<file path="src/mic_consts.svh">
// offsets, field positions, reset values and timing counts of the interrupt controller
`ifndef MIC_CONSTS_SVH
`define MIC_CONSTS_SVH

`define MIC_NSRC            8
`define MIC_NNMI            2

`define MIC_REG_STATUS      3'h0
`define MIC_REG_PRIO        3'h1
`define MIC_REG_CTRL        3'h2
`define MIC_REG_FLAGS       3'h3
`define MIC_REG_NMIEN       3'h4

`define MIC_ST_NMI_BIT      7
`define MIC_CTRL_ROUND_ROBIN_ENABLE_BIT   7
`define MIC_FLAGS_NMI_LSB   8

`define MIC_CTRL_RST        3'h0
`define MIC_PRIO_RST        8'h00
`define MIC_NMIEN_RST       2'h0

`define MIC_RESET_VEC       8'h00
`define MIC_NMI_VEC_BASE    8'h01
`define MIC_SRC_VEC_BASE    8'h03

`define MIC_RESP_CYC        5
`define MIC_WAKE_EXTRA_CYC  5
`define MIC_WAKE_START_CYC  4
`define MIC_JUMP_CYC        3
`define MIC_RET_CYC         5
`define MIC_CCP_CYC         4

`endif

</file>
<file path="src/mic_pkg.sv">
// types of the interrupt controller
package mic_pkg;

   typedef enum logic [2:0] {
      MIC_RANK_NONE,
      MIC_RANK_LOW,
      MIC_RANK_MED,
      MIC_RANK_HIGH,
      MIC_RANK_NMI
   } mic_rank_t;

   typedef enum logic [1:0] {
      MIC_LVL_OFF  = 2'h0,
      MIC_LVL_LOW  = 2'h1,
      MIC_LVL_MED  = 2'h2,
      MIC_LVL_HIGH = 2'h3
   } mic_lvl_t;

   typedef enum {
      MIC_ST_IDLE,
      MIC_ST_REQ,
      MIC_ST_RESP,
      MIC_ST_JUMP,
      MIC_ST_RET
   } mic_st_t;

   // cpu side signals, all on the cpu clock
   typedef struct packed {
      logic gie;         // global interrupt enable of the cpu status register
      logic boundary;    // cpu is between instructions
      logic insn_done;   // pulse: one instruction completed
      logic ack;         // pulse: cpu takes the presented vector
      logic interrupt_return_instruction;        // pulse: interrupt return instruction executed
      logic sleep;       // cpu is asleep
      logic ccp_sig;     // pulse: protection register got the signature
   } mic_cpu_in_t;

   // executing levels
   typedef struct packed {
      logic nmi;
      logic high;
      logic level_medium;
      logic low;
   } mic_exec_t;

endpackage

</file>
<file path="src/mic_pick.sv">
// first requester from a start position, wrapping around
`timescale 1ns/100ps
module mic_pick #(
   parameter int N = 8
) (
   input  wire logic [N-1:0]         i_req,    // requests, index 0 highest at start 0
   input  wire logic [$clog2(N)-1:0] i_start,  // index that gets highest priority
   output logic                      o_any,    // some request present
   output logic [$clog2(N)-1:0]      o_idx     // chosen index
);
   import mic_pkg::*;

   always_comb
   begin
      int p;
      p     = 0;
      o_any = 1'b0;
      o_idx = '0;
      for (int k = N - 1; k >= 0; k--)
      begin
         p = int'(i_start) + k;
         if (p >= N)
         begin
            p = p - N;
         end
         if (i_req[p])
         begin
            o_any = 1'b1;
            o_idx = ($clog2(N))'(p);
         end
      end
   end

endmodule // mic_pick

</file>
<file path="src/mic_avs.sv">
// avalon-mm handshake: one wait cycle, then a one-cycle answer
`timescale 1ns/100ps
module mic_avs (
   input  wire logic i_clk,          // cpu clock
   input  wire logic i_rstn,         // synchronous reset, active low
   input  wire logic i_read,         // avalon read
   input  wire logic i_write,        // avalon write
   output logic      o_waitrequest,  // avalon waitrequest, registered
   output logic      o_take          // access completes at this edge
);
   import mic_pkg::*;

   typedef struct packed {
      logic waitreq;
   } mic_avs_st_t;

   mic_avs_st_t st;
   mic_avs_st_t next_st;

   assign o_waitrequest = st.waitreq;
   assign o_take        = (i_read || i_write) && !st.waitreq;

   always_comb
   begin
      next_st = st;
      if (o_take)
      begin
         next_st.waitreq = 1'b1;
      end
      else if (i_read || i_write)
      begin
         next_st.waitreq = 1'b0;
      end
      else
      begin
         next_st.waitreq = 1'b1;
      end
   end

   always_ff @(posedge i_clk)
   begin
      if (!i_rstn)
      begin
         st.waitreq <= 1'b1;
      end
      else
      begin
         st <= next_st;
      end
   end

endmodule // mic_avs

</file>
<file path="src/mic_ctrl.sv">
// multilevel interrupt controller: arbitration, nesting, latencies, registers
//
// Our own choices: register access over Avalon-MM and the register addresses.
`timescale 1ns/100ps
`include "mic_consts.svh"

// Functional notes
// - maskable interrupts only when cpu global enable set; acknowledge never touches it
// - maskable request needs its own level enable too
// - level code per source: 00 off, 01 low, 10 medium, 11 high
// - higher level preempts lower handler; lower resumes after higher returns
// - static priority: lowest vector address first within a level
// - round-robin: last acknowledged low vector gets lowest low priority next
// - high, medium and nmi always use fixed vector priority
// - request acknowledged only if it beats running handler; else stays pending
// - acknowledge loads program counter with the request's own vector
// - one instruction runs after return or enable before next interrupt
// - interrupt return restores previous level state; subroutine return does not
// - flag sets on condition even when source disabled; stays until served or cleared
// - flags clear on vector execution or software write of one
// - conditions during global disable stay flagged, served by priority afterwards
// - after protection signature, acknowledgement suppressed for 4 cycles
// - nmi ignores and never changes global enable; needs its own enable
// - nothing preempts nmi handler; lowest nmi vector first
// - response takes five push cycles, then three jump cycles
// - multi-cycle instruction completes before interrupt taken
// - wake from sleep adds five cycles plus sleep start-up time
// - return takes five cycles popping program counter
// - reset vector lowest address, each interrupt its own vector above
// - executing flag per level set while running or preempted, cleared by return
// - round-robin enable selects rotating or fixed low priority
// - last low vector writable, kept when round-robin off; write zero for static
// - cleared level enable ignores that level's requests
module mic_ctrl
   import mic_pkg::*;
(
   input  wire logic                          I_CLK,             // 200 MHz cpu clock
   input  wire logic                          I_RSTN,            // sync reset, active low
   input  wire logic [`MIC_NSRC-1:0]          I_SRC_COND,        // source condition pulses
   input  wire mic_pkg::mic_lvl_t [`MIC_NSRC-1:0] I_SRC_LVL,     // per-source level code
   input  wire logic [`MIC_NNMI-1:0]          I_NMI_COND,        // nmi condition pulses
   input  wire mic_pkg::mic_cpu_in_t          I_CPU,             // cpu status and strobes
   input  wire logic [2:0]                    I_AVS_ADDRESS,     // avalon word address
   input  wire logic                          I_AVS_READ,        // avalon read
   input  wire logic                          I_AVS_WRITE,       // avalon write
   input  wire logic [31:0]                   I_AVS_WRITEDATA,   // avalon write data
   output logic [31:0]                        O_AVS_READDATA,    // avalon read data
   output logic                               O_AVS_WAITREQUEST, // avalon waitrequest
   output logic                               O_IRQ_REQ,         // vector presented
   output logic [7:0]                         O_IRQ_VEC,         // presented vector
   output logic                               O_PUSH,            // response: pc push phase
   output logic                               O_JUMP,            // jump to handler phase
   output logic                               O_PC_LOAD,         // pulse: load pc
   output logic [7:0]                         O_PC_VEC,          // value loaded into pc
   output logic                               O_POP,             // return: pc pop phase
   output mic_pkg::mic_exec_t                 O_EXEC             // executing levels
);
   import mic_pkg::*;

   localparam int SW = $clog2(`MIC_NSRC);
   localparam int NW = $clog2(`MIC_NNMI);

   typedef struct packed {
      mic_st_t                st;
      logic [4:0]             cnt;
      logic [`MIC_NSRC-1:0]   flag;
      logic [`MIC_NNMI-1:0]   nmi_flag;
      logic [`MIC_NNMI-1:0]   nmi_en;
      logic [7:0]             last_low_vector;
      logic                   round_robin_enable;
      logic [2:0]             lvl_en;
      mic_exec_t              exec;
      logic                   hold;
      logic [2:0]             ccp_cnt;
      logic                   gie_q;
      mic_rank_t              win_rank;
      logic [SW-1:0]          win_idx;
      logic [7:0]             vec;
      logic                   pc_load;
      logic [31:0]            rdata;
   } mic_state_t;

   mic_state_t s;
   mic_state_t next_s;

   logic                 avs_take;
   logic [`MIC_NSRC-1:0] req_high;
   logic [`MIC_NSRC-1:0] req_med;
   logic [`MIC_NSRC-1:0] req_low;
   logic [SW-1:0]        low_start;
   logic                 any_high;
   logic                 any_med;
   logic                 any_low;
   logic                 any_nmi;
   logic [SW-1:0]        idx_high;
   logic [SW-1:0]        idx_med;
   logic [SW-1:0]        idx_low;
   logic [NW-1:0]        idx_nmi;
   mic_rank_t            cand_rank;
   logic [SW-1:0]        cand_idx;
   logic [7:0]           cand_vec;
   mic_rank_t            cur_rank;
   logic                 allow;
   logic                 wins;

   // rank of the innermost handler in progress
   function automatic mic_rank_t rank_of(input mic_exec_t e);
      if (e.nmi)
      begin
         return MIC_RANK_NMI;
      end
      else if (e.high)
      begin
         return MIC_RANK_HIGH;
      end
      else if (e.level_medium)
      begin
         return MIC_RANK_MED;
      end
      else if (e.low)
      begin
         return MIC_RANK_LOW;
      end
      return MIC_RANK_NONE;
   endfunction

   function automatic logic [7:0] src_vec(input logic [SW-1:0] idx);
      return `MIC_SRC_VEC_BASE + 8'(idx);
   endfunction

   function automatic logic [7:0] nmi_vec(input logic [SW-1:0] idx);
      return `MIC_NMI_VEC_BASE + 8'(idx);
   endfunction

   mic_avs u_avs (
      .i_clk         (I_CLK),
      .i_rstn        (I_RSTN),
      .i_read        (I_AVS_READ),
      .i_write       (I_AVS_WRITE),
      .o_waitrequest (O_AVS_WAITREQUEST),
      .o_take        (avs_take)
   );

   // per-level request vectors from flags and level codes
   generate
      for (genvar g = 0; g < `MIC_NSRC; g++)
      begin : g_req
         assign req_high[g] = s.flag[g] && (I_SRC_LVL[g] == MIC_LVL_HIGH);
         assign req_med[g]  = s.flag[g] && (I_SRC_LVL[g] == MIC_LVL_MED);
         assign req_low[g]  = s.flag[g] && (I_SRC_LVL[g] == MIC_LVL_LOW);
      end
   endgenerate

   // start just past the last low vector when rotating
   always_comb
   begin
      logic [7:0] off;
      off       = s.last_low_vector - `MIC_SRC_VEC_BASE;
      low_start = '0;
      if (s.round_robin_enable && (s.last_low_vector >= `MIC_SRC_VEC_BASE)
          && (off < 8'(`MIC_NSRC)))
      begin
         low_start = SW'(off) + SW'(1);
      end
   end

   mic_pick #(.N(`MIC_NSRC)) u_pick_high (
      .i_req   (req_high),
      .i_start ('0),
      .o_any   (any_high),
      .o_idx   (idx_high)
   );

   mic_pick #(.N(`MIC_NSRC)) u_pick_med (
      .i_req   (req_med),
      .i_start ('0),
      .o_any   (any_med),
      .o_idx   (idx_med)
   );

   mic_pick #(.N(`MIC_NSRC)) u_pick_low (
      .i_req   (req_low),
      .i_start (low_start),
      .o_any   (any_low),
      .o_idx   (idx_low)
   );

   mic_pick #(.N(`MIC_NNMI)) u_pick_nmi (
      .i_req   (s.nmi_flag & s.nmi_en),
      .i_start ('0),
      .o_any   (any_nmi),
      .o_idx   (idx_nmi)
   );

   // candidate across levels; lowest vector wins inside one level, except low when rotating
   always_comb
   begin
      cand_rank = MIC_RANK_NONE;
      cand_idx  = '0;
      cand_vec  = `MIC_RESET_VEC;
      if (any_nmi)
      begin
         cand_rank = MIC_RANK_NMI;
         cand_idx  = SW'(idx_nmi);
         cand_vec  = nmi_vec(SW'(idx_nmi));
      end
      else if (I_CPU.gie && s.lvl_en[2] && any_high)
      begin
         cand_rank = MIC_RANK_HIGH;
         cand_idx  = idx_high;
         cand_vec  = src_vec(idx_high);
      end
      else if (I_CPU.gie && s.lvl_en[1] && any_med)
      begin
         cand_rank = MIC_RANK_MED;
         cand_idx  = idx_med;
         cand_vec  = src_vec(idx_med);
      end
      else if (I_CPU.gie && s.lvl_en[0] && any_low)
      begin
         cand_rank = MIC_RANK_LOW;
         cand_idx  = idx_low;
         cand_vec  = src_vec(idx_low);
      end
   end

   assign cur_rank = rank_of(s.exec);
   // no request at instruction middle, right after return/enable, or during protection
   assign allow    = I_CPU.boundary && !s.hold && (s.ccp_cnt == 3'h0);
   assign wins     = allow && (cand_rank > cur_rank);

   always_comb
   begin
      logic [`MIC_NSRC-1:0] clr_src;
      logic [`MIC_NNMI-1:0] clr_nmi;
      logic                 wr;
      clr_src = '0;
      clr_nmi = '0;
      wr      = avs_take && I_AVS_WRITE;
      next_s  = s;
      next_s.pc_load = 1'b0;
      next_s.gie_q   = I_CPU.gie;

      // protection window
      if (I_CPU.ccp_sig)
      begin
         next_s.ccp_cnt = 3'(`MIC_CCP_CYC);
      end
      else if (s.ccp_cnt != 3'h0)
      begin
         next_s.ccp_cnt = s.ccp_cnt - 3'h1;
      end

      // one instruction after enable or return
      if (I_CPU.gie && !s.gie_q)
      begin
         next_s.hold = 1'b1;
      end
      else if (I_CPU.insn_done)
      begin
         next_s.hold = 1'b0;
      end

      unique case (s.st)
         MIC_ST_IDLE:
         begin
            if (I_CPU.interrupt_return_instruction && (s.exec != '0))
            begin
               next_s.st  = MIC_ST_RET;
               next_s.cnt = 5'(`MIC_RET_CYC - 1);
            end
            else if (wins)
            begin
               next_s.st       = MIC_ST_REQ;
               next_s.win_rank = cand_rank;
               next_s.win_idx  = cand_idx;
               next_s.vec      = cand_vec;
            end
         end
         MIC_ST_REQ:
         begin
            if (I_CPU.ack)
            begin
               // executing levels get set only here
               unique case (s.win_rank)
                  MIC_RANK_NMI:  next_s.exec.nmi  = 1'b1;
                  MIC_RANK_HIGH: next_s.exec.high = 1'b1;
                  MIC_RANK_MED:  next_s.exec.level_medium  = 1'b1;
                  MIC_RANK_LOW:  next_s.exec.low  = 1'b1;
                  default:       next_s.exec      = s.exec;
               endcase
               if (s.win_rank == MIC_RANK_NMI)
               begin
                  clr_nmi[NW'(s.win_idx)] = 1'b1;
               end
               else
               begin
                  clr_src[s.win_idx] = 1'b1;
               end
               if ((s.win_rank == MIC_RANK_LOW) && s.round_robin_enable)
               begin
                  next_s.last_low_vector = s.vec;
               end
               next_s.st  = MIC_ST_RESP;
               next_s.cnt = I_CPU.sleep
                  ? 5'(`MIC_RESP_CYC + `MIC_WAKE_EXTRA_CYC + `MIC_WAKE_START_CYC - 1)
                  : 5'(`MIC_RESP_CYC - 1);
            end
            else if (I_CPU.interrupt_return_instruction && (s.exec != '0))
            begin
               next_s.st  = MIC_ST_RET;
               next_s.cnt = 5'(`MIC_RET_CYC - 1);
            end
            else if (!wins)
            begin
               next_s.st = MIC_ST_IDLE;
            end
            else
            begin
               next_s.win_rank = cand_rank;
               next_s.win_idx  = cand_idx;
               next_s.vec      = cand_vec;
            end
         end
         MIC_ST_RESP:
         begin
            if (s.cnt == 5'h0)
            begin
               next_s.st  = MIC_ST_JUMP;
               next_s.cnt = 5'(`MIC_JUMP_CYC - 1);
            end
            else
            begin
               next_s.cnt = s.cnt - 5'h1;
            end
         end
         MIC_ST_JUMP:
         begin
            if (s.cnt == 5'h0)
            begin
               next_s.st      = MIC_ST_IDLE;
               next_s.pc_load = 1'b1;
            end
            else
            begin
               next_s.cnt = s.cnt - 5'h1;
            end
         end
         MIC_ST_RET:
         begin
            if (s.cnt == 5'h0)
            begin
               next_s.st   = MIC_ST_IDLE;
               next_s.hold = 1'b1;
               // innermost level leaves, outer one resumes
               if (s.exec.nmi)
               begin
                  next_s.exec.nmi = 1'b0;
               end
               else if (s.exec.high)
               begin
                  next_s.exec.high = 1'b0;
               end
               else if (s.exec.level_medium)
               begin
                  next_s.exec.level_medium = 1'b0;
               end
               else
               begin
                  next_s.exec.low = 1'b0;
               end
            end
            else
            begin
               next_s.cnt = s.cnt - 5'h1;
            end
         end
      endcase

      // register writes
      if (wr)
      begin
         unique case (I_AVS_ADDRESS)
            `MIC_REG_PRIO: next_s.last_low_vector = I_AVS_WRITEDATA[7:0];
            `MIC_REG_CTRL:
            begin
               next_s.round_robin_enable = I_AVS_WRITEDATA[`MIC_CTRL_ROUND_ROBIN_ENABLE_BIT];
               next_s.lvl_en             = I_AVS_WRITEDATA[2:0];
            end
            `MIC_REG_FLAGS:
            begin
               clr_src = clr_src | I_AVS_WRITEDATA[`MIC_NSRC-1:0];
               clr_nmi = clr_nmi
                       | I_AVS_WRITEDATA[`MIC_FLAGS_NMI_LSB +: `MIC_NNMI];
            end
            `MIC_REG_NMIEN: next_s.nmi_en = I_AVS_WRITEDATA[`MIC_NNMI-1:0];
            default:        next_s.nmi_en = s.nmi_en;
         endcase
      end

      // a new condition wins over a clear in the same cycle
      next_s.flag     = (s.flag & ~clr_src) | I_SRC_COND;
      next_s.nmi_flag = (s.nmi_flag & ~clr_nmi) | I_NMI_COND;

      // read data prepared in the wait cycle
      next_s.rdata = 32'h0;
      unique case (I_AVS_ADDRESS)
         `MIC_REG_STATUS:
            next_s.rdata = {24'h0, s.exec.nmi, 4'h0, s.exec.high, s.exec.level_medium, s.exec.low};
         `MIC_REG_PRIO:   next_s.rdata = {24'h0, s.last_low_vector};
         `MIC_REG_CTRL:   next_s.rdata = {24'h0, s.round_robin_enable, 4'h0, s.lvl_en};
         `MIC_REG_FLAGS:
            next_s.rdata = {22'h0, s.nmi_flag, s.flag};
         `MIC_REG_NMIEN:  next_s.rdata = {30'h0, s.nmi_en};
         default:         next_s.rdata = 32'h0;
      endcase
   end

   always_ff @(posedge I_CLK)
   begin
      if (!I_RSTN)
      begin
         s.st                 <= MIC_ST_IDLE;
         s.cnt                <= 5'h0;
         s.flag               <= '0;
         s.nmi_flag           <= '0;
         s.nmi_en             <= `MIC_NMIEN_RST;
         s.last_low_vector    <= `MIC_PRIO_RST;
         s.round_robin_enable <= 1'b0;
         s.lvl_en             <= `MIC_CTRL_RST;
         s.exec               <= '0;
         s.hold               <= 1'b0;
         s.ccp_cnt            <= 3'h0;
         s.gie_q              <= 1'b0;
         s.win_rank           <= MIC_RANK_NONE;
         s.win_idx            <= '0;
         s.vec                <= `MIC_RESET_VEC;
         s.pc_load            <= 1'b0;
         s.rdata              <= 32'h0;
      end
      else
      begin
         s <= next_s;
      end
   end

   assign O_AVS_READDATA = s.rdata;
   assign O_IRQ_REQ      = (s.st == MIC_ST_REQ);
   assign O_IRQ_VEC      = s.vec;
   assign O_PUSH         = (s.st == MIC_ST_RESP);
   assign O_JUMP         = (s.st == MIC_ST_JUMP);
   assign O_PC_LOAD      = s.pc_load;
   assign O_PC_VEC       = s.vec;
   assign O_POP          = (s.st == MIC_ST_RET);
   assign O_EXEC         = s.exec;

endmodule // mic_ctrl

</file>
<file path="config.mk">
export PLATFORM = sky130hd
export DESIGN_NAME = mic_ctrl
export DESIGN_NICKNAME = d
export VERILOG_FILES = /design/src/mic_pkg.sv /design/src/mic_pick.sv /design/src/mic_avs.sv /design/src/mic_ctrl.sv
export VERILOG_INCLUDE_DIRS = /design/src
export SDC_FILE = /design/constraint.sdc
export NUM_CORES = 1
export LEC_CHECK = 0
export ABC_AREA = 1
export ABC_CLOCK_PERIOD_IN_PS = 9900
export BUFFER_PORTS_ARGS = -buffer_cell sky130_fd_sc_hd__buf_2
export CORE_ASPECT_RATIO = 0.6
export CORE_MARGIN = 10
export CORE_UTILIZATION = 25
export DETAILED_ROUTE_END_ITERATION = 8
export HOLD_SLACK_MARGIN = 0.1
export SYNTH_ARGS = -nofsm -noshare
export SYNTH_HDL_FRONTEND = slang
export SYNTH_HIERARCHICAL = 1
export SYNTH_SLANG_ARGS = --single-unit
</file>
<file path="constraint.sdc">
create_clock -name I_CLK -period 9.9 [get_ports I_CLK]
set_clock_uncertainty 0.15 [all_clocks]
set_input_delay 1.98 -clock I_CLK [delete_from_list [all_inputs] [get_ports I_CLK]]
set_output_delay 1.98 -clock I_CLK [all_outputs]
set_load 0.05 [all_outputs]
</file>
-- Yosys cells after proc, flatten, opt, wreduce, memory -nomap -nowiden
Index checks and enable logic that the tools add are counted.
- register bits after elaboration: 118
- input bits: 72
- output and inout bits: 58
- word-level logic and storage cells: 359
- add/subtract/negate cells: 23
- order comparisons: 23
- equal/unequal tests: 55
- muxes and demuxes: 159
- bitwise gates (word level): 10
- reduce and logical (&&, ||, !) cells: 67
- operator list (kind ; count):
    $mux 32 ; 14
    $lt 32x5->1 const B ; 8
    $ge 32x5->1 const B ; 7
    $sub 32x5->32 const B ; 7
    $pmux 37 s4 ; 1
    $mux 3 ; 38
    $eq 32x2->1 const B ; 3
    $eq 32x3->1 const B ; 3
    $mux 8 ; 9
    $mux 1 ; 60
    $pmux 10 s5 ; 1
    $logic_and 1x1->1 ; 42
    $mux 14 ; 3
    $mux 37 ; 1
    $eq 2x2->1 const B ; 16
    $eq 32x1->1 const B ; 1
    $eq 32x4->1 const B ; 1
    $logic_not 32->1 ; 1
    $mux 4 ; 7
    $pmux 14 s2 ; 1
    $bmux 1 s3 ; 8
    $mux 5 ; 4
    $ne 2x2->1 const B ; 10
    $add 3x3->4 const B ; 4
    49 further kinds ; 87

-- Depth between registers and ports, before layout
Gate-level depths: netlist of the first run.
- word-level depth: 29
- depth in mapped cells: 31
- mapped depth without buffers: 29

-- Modules after synthesis
Netlist of the first run, hierarchy kept.
- modules (own cells, without submodules) (module ; instances ; cells an instance ; area each (sq um) ; seq. area each (sq um)):
    mic_ctrl ; 1 ; 618 ; 4082.7 ; 1241.2
    mic_pick (u_pick_high ...) ; 3 ; 122 ; 739.5 ; 0.0
    mic_avs ; 1 ; 9 ; 50.0 ; 20.0
    mic_pick (u_pick_nmi) ; 1 ; 4 ; 18.8 ; 0.0

-- Worst setup path after synthesis of the first run
No wires, ideal clock.
- path type: input port to flip-flop
- from: input port I_SRC_LVL[3] (netlist bit)
- to: register s, in the netlist O_IRQ_VEC[1]
- arrival time: 4.277 ns
- required time: 9.618 ns
- setup slack: 5.341 ns
- stages: 19
- path through: nor3_1 > nand2_1 > nand3_1 > nand3_1 > nand2_1 > nor4_1 > nand4_1 > nand4_1 > a21oi_1 > inv_1 > ha_1 > inv_1 > nor2_1 > nor2_1 > nand2_1 > nor2_2 > nand2_1 > o21ai_0 > a21oi_2
- cells in the longest elaborated chain, start to end: 24
- ends and longest elaborated chain (what ; line ; source):
    start: declaration ; mic_ctrl.sv:40 ; input wire mic_pkg::mic_lvl_t [`MIC_NSRC-1:0] I_SRC_LVL,
    $eq 2x1->1 (*) ; mic_ctrl.sv:150 ; assign req_low[g] = s.flag[g] && (I_SRC_LVL[g] == MIC_LVL_LOW);
    $logic_and 1x1->1 (*) ; mic_ctrl.sv:150 ;
    $bmux 1 s3 ; mic_pick.sv:26 ; if (i_req[p])
    $mux 1 (not written as such) (2 in a row) ; mic_pick.sv:26 ;
    $mux 1 (7 in a row) ; mic_pick.sv:26 ;
    $mux 1 (*) ; mic_pick.sv:26 ;
    named net any_low ; mic_ctrl.sv:93 ; logic any_low;
    $logic_and 1x1->1 (*) ; mic_ctrl.sv:219 ; else if (I_CPU.gie && s.lvl_en[0] && any_low)
    [... 2 more ...] ; -- ;
    $mux 2 ; mic_ctrl.sv:207 ; else if (I_CPU.gie && s.lvl_en[2] && any_high)
    $mux 3 ; mic_ctrl.sv:201 ; if (any_nmi)
    $gt 3x3->1 ; mic_ctrl.sv:230 ; assign wins = allow && (cand_rank > cur_rank);
    $logic_and 1x1->1 ; mic_ctrl.sv:230 ;
    $mux 14 (*) ; mic_ctrl.sv:272, mic_ctrl.sv:314 ;
    $mux 14 (*) ; mic_ctrl.sv:267 ; if (I_CPU.interrupt_return_instruction && (s.exec != '0))
    $mux 14 ; mic_ctrl.sv:282 ; if (I_CPU.ack)
    $pmux 14 s2 (*) ; mic_ctrl.sv:264 ; unique case (s.st)
    end signal: assignment ; mic_ctrl.sv:443 ; s <= next_s;
    end: declaration ; mic_ctrl.sv:83 ; mic_state_t s;
The timed path passes the listed nets; every way through them passes the cells marked *. The select of a mux whose other input is x is not followed.
A chain may end at the register's enable or synchronous reset.

-- Worst setup path after layout of the first run
- from: register s[62] (netlist bit)
- to: register s[41] (netlist bit)
- cells in the longest elaborated chain, start to end: 29
- ends and longest elaborated chain (what ; line ; source):
    $sub 8x2->8 (no line) or $ge 8x2->1 (tied branches) ; -- ;
    $lt 8x4->1 or $logic_and 1x1->1 (tied branches) ; mic_ctrl.sv:161, mic_ctrl.sv:160 ;
    $logic_and 1x1->1 (*) ; mic_ctrl.sv:160 ; if (s.round_robin_enable && (s.last_low_vector >= `MIC_SRC_VEC_BASE)
    $mux 3 (*) ; mic_ctrl.sv:160 ;
    named net low_start[1] ; mic_ctrl.sv:90 ; logic [SW-1:0] low_start;
    $add 3x3->4 ; mic_pick.sv:21 ; p = int'(i_start) + k;
    $sub 32x5->32 or $ge 32x5->1 (tied branches) ; mic_pick.sv:24, mic_pick.sv:22 ;
    $mux 32 ; mic_pick.sv:22 ; if (p >= N)
    [... 11 more ...] ; -- ;
    named net any_low ; mic_ctrl.sv:93 ;
    [... 3 more ...] ; -- ;
    $mux 2 ; mic_ctrl.sv:207 ;
    $mux 3 ; mic_ctrl.sv:201 ;
    $gt 3x3->1 ; mic_ctrl.sv:230 ;
    $logic_and 1x1->1 ; mic_ctrl.sv:230 ;
    $mux 14 (*) ; mic_ctrl.sv:272, mic_ctrl.sv:314 ;
    $mux 14 (*) ; mic_ctrl.sv:267 ;
    $mux 14 ; mic_ctrl.sv:282 ;
    $pmux 14 s2 (*) ; mic_ctrl.sv:264 ;
Marked as above.

==> flow_summary.yaml, run 1 <==
finish:
  fin_area_um2: 7080
  syn2layout_area_growth_pct: 11.1
  fillers: 2815
  final_layout_size_suffix_gt1_share_pct: 23.0
  final_net_count: 1145
  final_util_pct: 28.1
clock_tree:
  postCtsHoldBufs: 0
  clkTransAtPathRegs_ps: 60
  cts_setup_buffers: 0
  cts_htree_levels: 3
  clk_path_buf_depth: 2
  cts_tree: "built"
  post_cts_resized: 0
  cts_num_sinks: 63
  cts-root-buf: "clkbuf_16"
  cts_made_buffers: 9
  clock_latency_ps: 330
timing:
  hold_viol_final: 0
  tns_ps: 0
  relSlewSlack_pct: 33.4
  layout_setup_ws_ps: 4260
  slew_violations: 0
  setup_viol: 0
  worst_pin_slew_ps: 996
  min_period_ps: 5640
  max_freq_mhz: 177
  rsz0062_at_grt: "no"
  period_share_pct: 57.0
logic_synthesis:
  synth_edf_count: 0
  synthCells: 997
  synth_area_leader_cell: "dfxtp_1"
  yosysMostFrequentCell: "nand2_1"
  synth_flop_cell: "dfxtp_1"
  yosysWarnings: 6
  ys_types: 44
  synth.avg_cell_area_um2: 6.39
  ys_seq_area_share_pct: 19.8
  synthTopCellsByCount: "201 x nand2_1, 120 x inv_1, 113 x nand3_1"
  ys_async_sr_fraction_pct: 0
  synth_seq_cells: 63
  synth.area.top_cells: "dfxtp_1 20%, nand2_1 12%, nand3_1 8.9%, inv_1 7.1%, nand3_2 7.1%"
  synth_area_um2: 6370
  synth.top_cell.area_share_pct: 19.8
flow_run:
  cap_violations: 0
global_route:
  grt_usage_pct: 12.5
  grt_pass1_wl_um: 32400
  grt-ovfl-total: 0
  grt_antenna_before_repair: 2
  grt_max_degree: 30
  grt_pass1_vias: 5829
power:
  p_switching_w: 0.000461
  power_w: 0.00108
  p_comb_share_pct: 42.1
  power_frac_clock_pct: 30.1
  power_density_nw_per_um2: 152
  internal-power_w: 0.000618
  switching_share_pct: 42.7
  seqPwrFrac_pct: 27.8
  vdd_drop_max_uv: 75.7
  p_leak_nw: 3.43
setup_path:
  worstSetupPathType: "reg -> reg"
  end_kind: "flop"
  start_kind: "flop"
  required_ps: 9970
  arrival_ps: 5720
  cp_max_fo: 9
floorplanning:
  io_pins: 130
  core_um2: 25200
  dieArea_um2: 32500
  die_h_um: 144
  rows: 45
  initial_core_util_pct: 25.3
  die_x_um: 226
routing:
  antenna_left: 0
  viasPerCell: 4.72
  wl_per_cell_um: 15.0
  drtIter0Drc: 748
  wirelength_um: 20900
  vias: 6563
  drt_pass1_iterations: 5
  drc: 0
place:
  place_hpwl_um: 17400
  placedInstanceArea_um2: 6780
  finalWeightedCongestion: 0.945
  place_ws_ps: 4420
  portBuffers: 77
hold_path:
  hold_class: "reg -> reg"
outcome:
  status: "finished clean"
[path summary, 6_finish.rpt]
check                     startpoint  slack (ps)  cells after the start                  to
setup / recovery    s[62]$_SDFF_PN0_        4260                     25  s[41]$_SDFFE_PN0P_
hold / removal    s[48]$_SDFFE_PP0P_         300                      2  s[48]$_SDFFE_PP0P_
setup reg to reg    s[62]$_SDFF_PN0_        4260                     25  s[41]$_SDFFE_PN0P_
hold reg to reg   s[48]$_SDFFE_PP0P_         300                      2  s[48]$_SDFFE_PP0P_
[cells by family after synthesis]
family | count (synthesis) | synth area share (%)
buffers and inverters | 221 | 17.9
AOI/OAI and AO/OA | 146 | 13.1
adders and majority gates | 18 | 3.54
other | 1 | 0.0589
xor gates and xnor gates | 7 | 1.85
and+or+nand+nor | 541 | 43.7
DFF | 63 | 19.8
[power groups by stage]
stage / Sequential, W / Combinational (W) / Clock [W]
floorplan: 0.000300 / 0.000371 / 0
global placement: 0.000305 / 0.000440 / 0
detailed placement: 0.000305 / 0.000441 / 0
CTS: 0.000300 / 0.000443 / 0.000327
global route: 0.000304 / 0.000508 / 0.000339
finish: 0.000300 / 0.000454 / 0.000325
[per-layer routing]
metal / wire length [um] / share of wire, % / track usage, % / vias up
met1: 10700 / 51 / 19.5 / 3007
met2: 8260 / 40 / 17.0 / 244
met3: 1770 / 8.5 / 2.79 / 12
met4: 85 / 0.41 / 1.48 / 2
li1: - / - / - / 3298
met5: 7 / 0.034 / 0 / -
[layout make-up]
| class | count | area (um2) | share of cell area [%] |
|---|---|---|---|
| clock buffers | 11 | 253 | 3.57 |
| inverters | 150 | 593 | 8.38 |
| multi-input cells | 753 | 4120 | 58.2 |
| flip-flops and latches | 63 | 1260 | 17.8 |
| repair buffers | 78 | 393 | 5.55 |
| well taps | 329 | 412 | 5.81 |
| clock inverters | 4 | 45.0 | 0.636 |
| diodes | 1 | 2.50 | 0.0353 |
[worst max-delay path, cell delays in order, from the launching register on]
cell	delay, ps
dfxtp_1	390
inv_1	80
ha_1	190
a21oi_1	150
o2111ai_1	200
nor2_1	800
inv_2	240
ha_1	610
inv_2	140
nand3_1	160
nand3_1	160
nand2_4	150
nor2_4	50
nand4_1	130
nand4_1	200
a21oi_1	280
inv_1	80
ha_1	290
inv_1	50
nor2_1	40
nor2_1	170
nand2_1	160
nor2_2	300
nand2_1	120
a21oi_1	180
nor2_1	60
[registers in the layout (all words and copies together), names as in the netlist]
register / flops
s: 43
O_AVS_READDATA: 10
O_EXEC: 4
O_IRQ_VEC: 4
O_PC_LOAD: 1
u_avs/o_waitrequest: 1
[through the flow]
| step | instances | hold slack, ps |
|---|---|---|
| floorplan | 1037 | 279 |
| global placement | 1373 | 292 |
| detailed placement | 1373 | 302 |
| CTS | 1388 | 310 |
| global route | 1388 | 343 |
| finish | 1389 | 304 |
[cell usage in the layout (no fill, tap or decap), types with 6 or more instances in the layout]
cell	synthesis	layout
nor3_1	27	27
a21oi_1	64	64
o21ai_0	30	30
buf_2	1	77
nand3_2	45	45
a31oi_1	8	8
o21ai_1	7	7
nand2_2	35	35
nor2_1	76	76
o22ai_1	8	8
nand4_1	10	10
o211ai_1	6	6
nor2_2	8	8
ha_1	18	18
nand2_4	11	11
dfxtp_1	63	63
nand2_1	201	201
a21oi_2	7	7
conb_1	1	41
inv_1	120	120
clkbuf_16	0	9
nand3_1	113	113
inv_2	23	23
Note: power is estimated with default switching activity, not from simulation.
==> inputs of run 2 (changes only) <==
Settings changed: ABC_AREA 1 to 0, ABC_CLOCK_PERIOD_IN_PS 9900 to 5700.
Clock period 9.9 ns to 5.7 ns, I/O delays scaled along.
==> flow_summary.yaml, run 2 <==
hold_path:
  hold_class: "reg -> reg"
place:
  place_hpwl_um: 18000
  finalWeightedCongestion: 0.913
  placedInstanceArea_um2: 6950
  portBuffers: 77
  placed_cells: 1186
logic_synthesis:
  synth.top_cell.area_share_pct: 19.2
  synth_area_um2: 6560
  ys_types: 75
  synthTopCellsByCount: "82 x nor2_1, 77 x nand2_1, 64 x buf_4"
  synth_seq_cells: 63
  synth_flop_cell: "dfxtp_1"
  yosysWarnings: 6
  synth_edf_count: 0
  synth.avg_cell_area_um2: 8.29
  yosysMostFrequentCell: "nor2_1"
  ys_seq_area_share_pct: 19.2
  synth.area.top_cells: "dfxtp_1 19%, buf_4 7.3%, mux4_1 6.0%, mux2i_1 5.9%, mux4_2 5.8%"
  ys_async_sr_fraction_pct: 0
  synthCells: 792
  synth_area_leader_cell: "dfxtp_1"
setup_path:
  path_cells: "ha_1, nand2_1, or4b_2, a21oi_1, o21ai_1, nor2_2, inv_1, ha_4, mux4_2, nor4_4, nand4_1, and3_4, nand2_1, a21o_1, ha_1, nand3_1, nand4_1, or2_4, a311oi_2, buf_4, mux2i_1"
  critPathTopFamily: "simple AND/OR/NAND/NOR gates"
  worst_path_max_delay_cell: "or4b_2"
  worstSetupPathType: "reg -> reg"
  end_kind: "flop"
  crit_buf_inv: 2
  required_ps: 5810
  slowest_delay_ps: 620
  cp_max_fo: 5
  start_kind: "flop"
  arrival_ps: 5650
finish:
  final_net_count: 940
  syn2layout_area_growth_pct: 12.2
  multi_input_area_um2: 4660
  mostFrequentLayoutCells: "80 x nor2_1, 77 x nand2_1, 77 x buf_2"
  final_layout_size_suffix_gt1_share_pct: 19.2
  fillers: 2799
  ff_latch_area_um2: 1260
  largest_register_ffs: 43
  final_cells: 1211
  fin_area_um2: 7360
  mostFrequentLayoutCell: "nor2_1"
  top_register: "s"
floorplanning:
  rows: 45
  die_x_um: 229
  die_h_um: 146
  io_pins: 130
  dieArea_um2: 33300
  initial_core_util_pct: 25.7
  core_um2: 25600
routing:
  drc: 0
  viasPerCell: 5.18
  drtIter0Drc: 688
  wirelength_um: 22300
  wl_per_cell_um: 18.4
  antenna_left: 0
  drt_pass1_iterations: 5
  vias: 6269
clock_tree:
  cts_htree_levels: 3
  cts-root-buf: "clkbuf_16"
  cts_num_sinks: 63
  clock_latency_ps: 340
  cts_made_buffers: 9
  clkTransAtPathRegs_ps: 50
  postCtsHoldBufs: 0
  clk_path_buf_depth: 2
  cts_tree: "built"
global_route:
  grt_pass1_wl_um: 33800
  grt_max_degree: 42
  grt-ovfl-total: 0
  grt_antenna_before_repair: 5
  grt_usage_pct: 12.7
  grt_pass1_vias: 5570
outcome:
  status: "finished clean"
timing:
  rsz0062_at_grt: "no"
  relSlewSlack_pct: 37.2
  hold_viol_final: 0
  hold_slack_ps: 278
  setup_viol: 0
  period_share_pct: 97.1
  max_freq_mhz: 181
  slew_violations: 0
  min_period_ps: 5540
  worst_pin_slew_ps: 939
power:
  p_leak_nw: 3.11
  vdd_drop_max_uv: 158
  power_density_nw_per_um2: 198
flow_run:
  cap_violations: 0
-- run 2: cell families (layout without fill, tap and decap cells) --
kind of cell / count (synthesis) / in the layout / synth area share (%)
AND/OR/NAND/NOR: 281 / 281 / 21.7
AO/OA/AOI/OAI: 188 / 188 / 19.3
flip-flops: 63 / 63 / 19.2
buffers and inverters: 137 / 150 / 13.2
other: 1 / 55 / 0.0571
adder cells (fa/ha/maj): 18 / 18 / 3.43
XOR/XNOR: 14 / 14 / 1.87
multiplexers: 90 / 90 / 21.2
-- run 2: worst reg2reg max path, cell delays in order, from the launching register on --
cell      delay, ps
dfxtp_1         400
ha_1            200
nand2_1          80
or4b_2          620
a21oi_1         150
o21ai_1         150
nor2_2          190
inv_1           110
ha_4            320
mux4_2          360
nor4_4          330
nand4_1         310
and3_4          300
nand2_1         150
a21o_1          170
ha_1            230
nand3_1         100
nand4_1         220
or2_4           330
a311oi_2        270
buf_4           180
mux2i_1         160
-- run 2: report_power, final --
part / switching [W] / internal (W) / leakage, nW / total [W]
logic: 0.000247 / 0.000133 / 2.44 / 0.000380
clock network: 0.000203 / 0.000406 / 0.160 / 0.000609
registers: 0.0000171 / 0.000454 / 0.513 / 0.000471
-- run 2: path summary, 6_finish.rpt --
check / from / end / slack (ps) / cells after the start
min reg2reg: u_avs/o_waitrequest$_SDFF_PP1_ / u_avs/o_waitrequest$_SDFF_PP1_ / 280 / 1
max: s[61]$_SDFF_PN0_ / s[85]$_SDFFE_PN0P_ / 160 / 21
max reg2reg: s[61]$_SDFF_PN0_ / s[85]$_SDFFE_PN0P_ / 160 / 21
min: u_avs/o_waitrequest$_SDFF_PP1_ / u_avs/o_waitrequest$_SDFF_PP1_ / 280 / 1
-- run 2: metrics by stage --
step           power (W)  util (%)  setup slack (ps)  setup TNS [ps]
4_1_cts          0.00145      28.5              51.7               0
2_1_floorplan   0.000775         -               186               0
5_1_grt          0.00152      28.8              4.72               0
3_3_place_gp    0.000833      27.2              67.5               0
6_report         0.00146      28.8               164               0
3_5_place_dp    0.000836      27.2              -115            -225
-- run 2: area by class of cell --
type	instances	share of cell area, %
Antenna cell	4	0.136
Inverter	41	2.09
Clock inverter	3	0.884
Tap cell	352	5.98
Sequential cell	63	17.1
Clock buffer	13	3.53
Timing Repair Buffer	93	6.92
Multi-Input combinational cell	642	63.3
-- run 2: per-layer routing --
layer	track usage, %	vias to the layer above	share of wire [%]
met5	0	-	0.058
met4	1.88	2	0.54
met3	5.79	12	13
met2	16.0	294	38
met1	19.0	3007	48
li1	-	2954	-
-- run 2: what timing repair did --
action,CTS,global route
gates resized for setup,2,13
endpoints found under the setup margin,2,12
buffers inserted,1,4
pin swaps,1,4
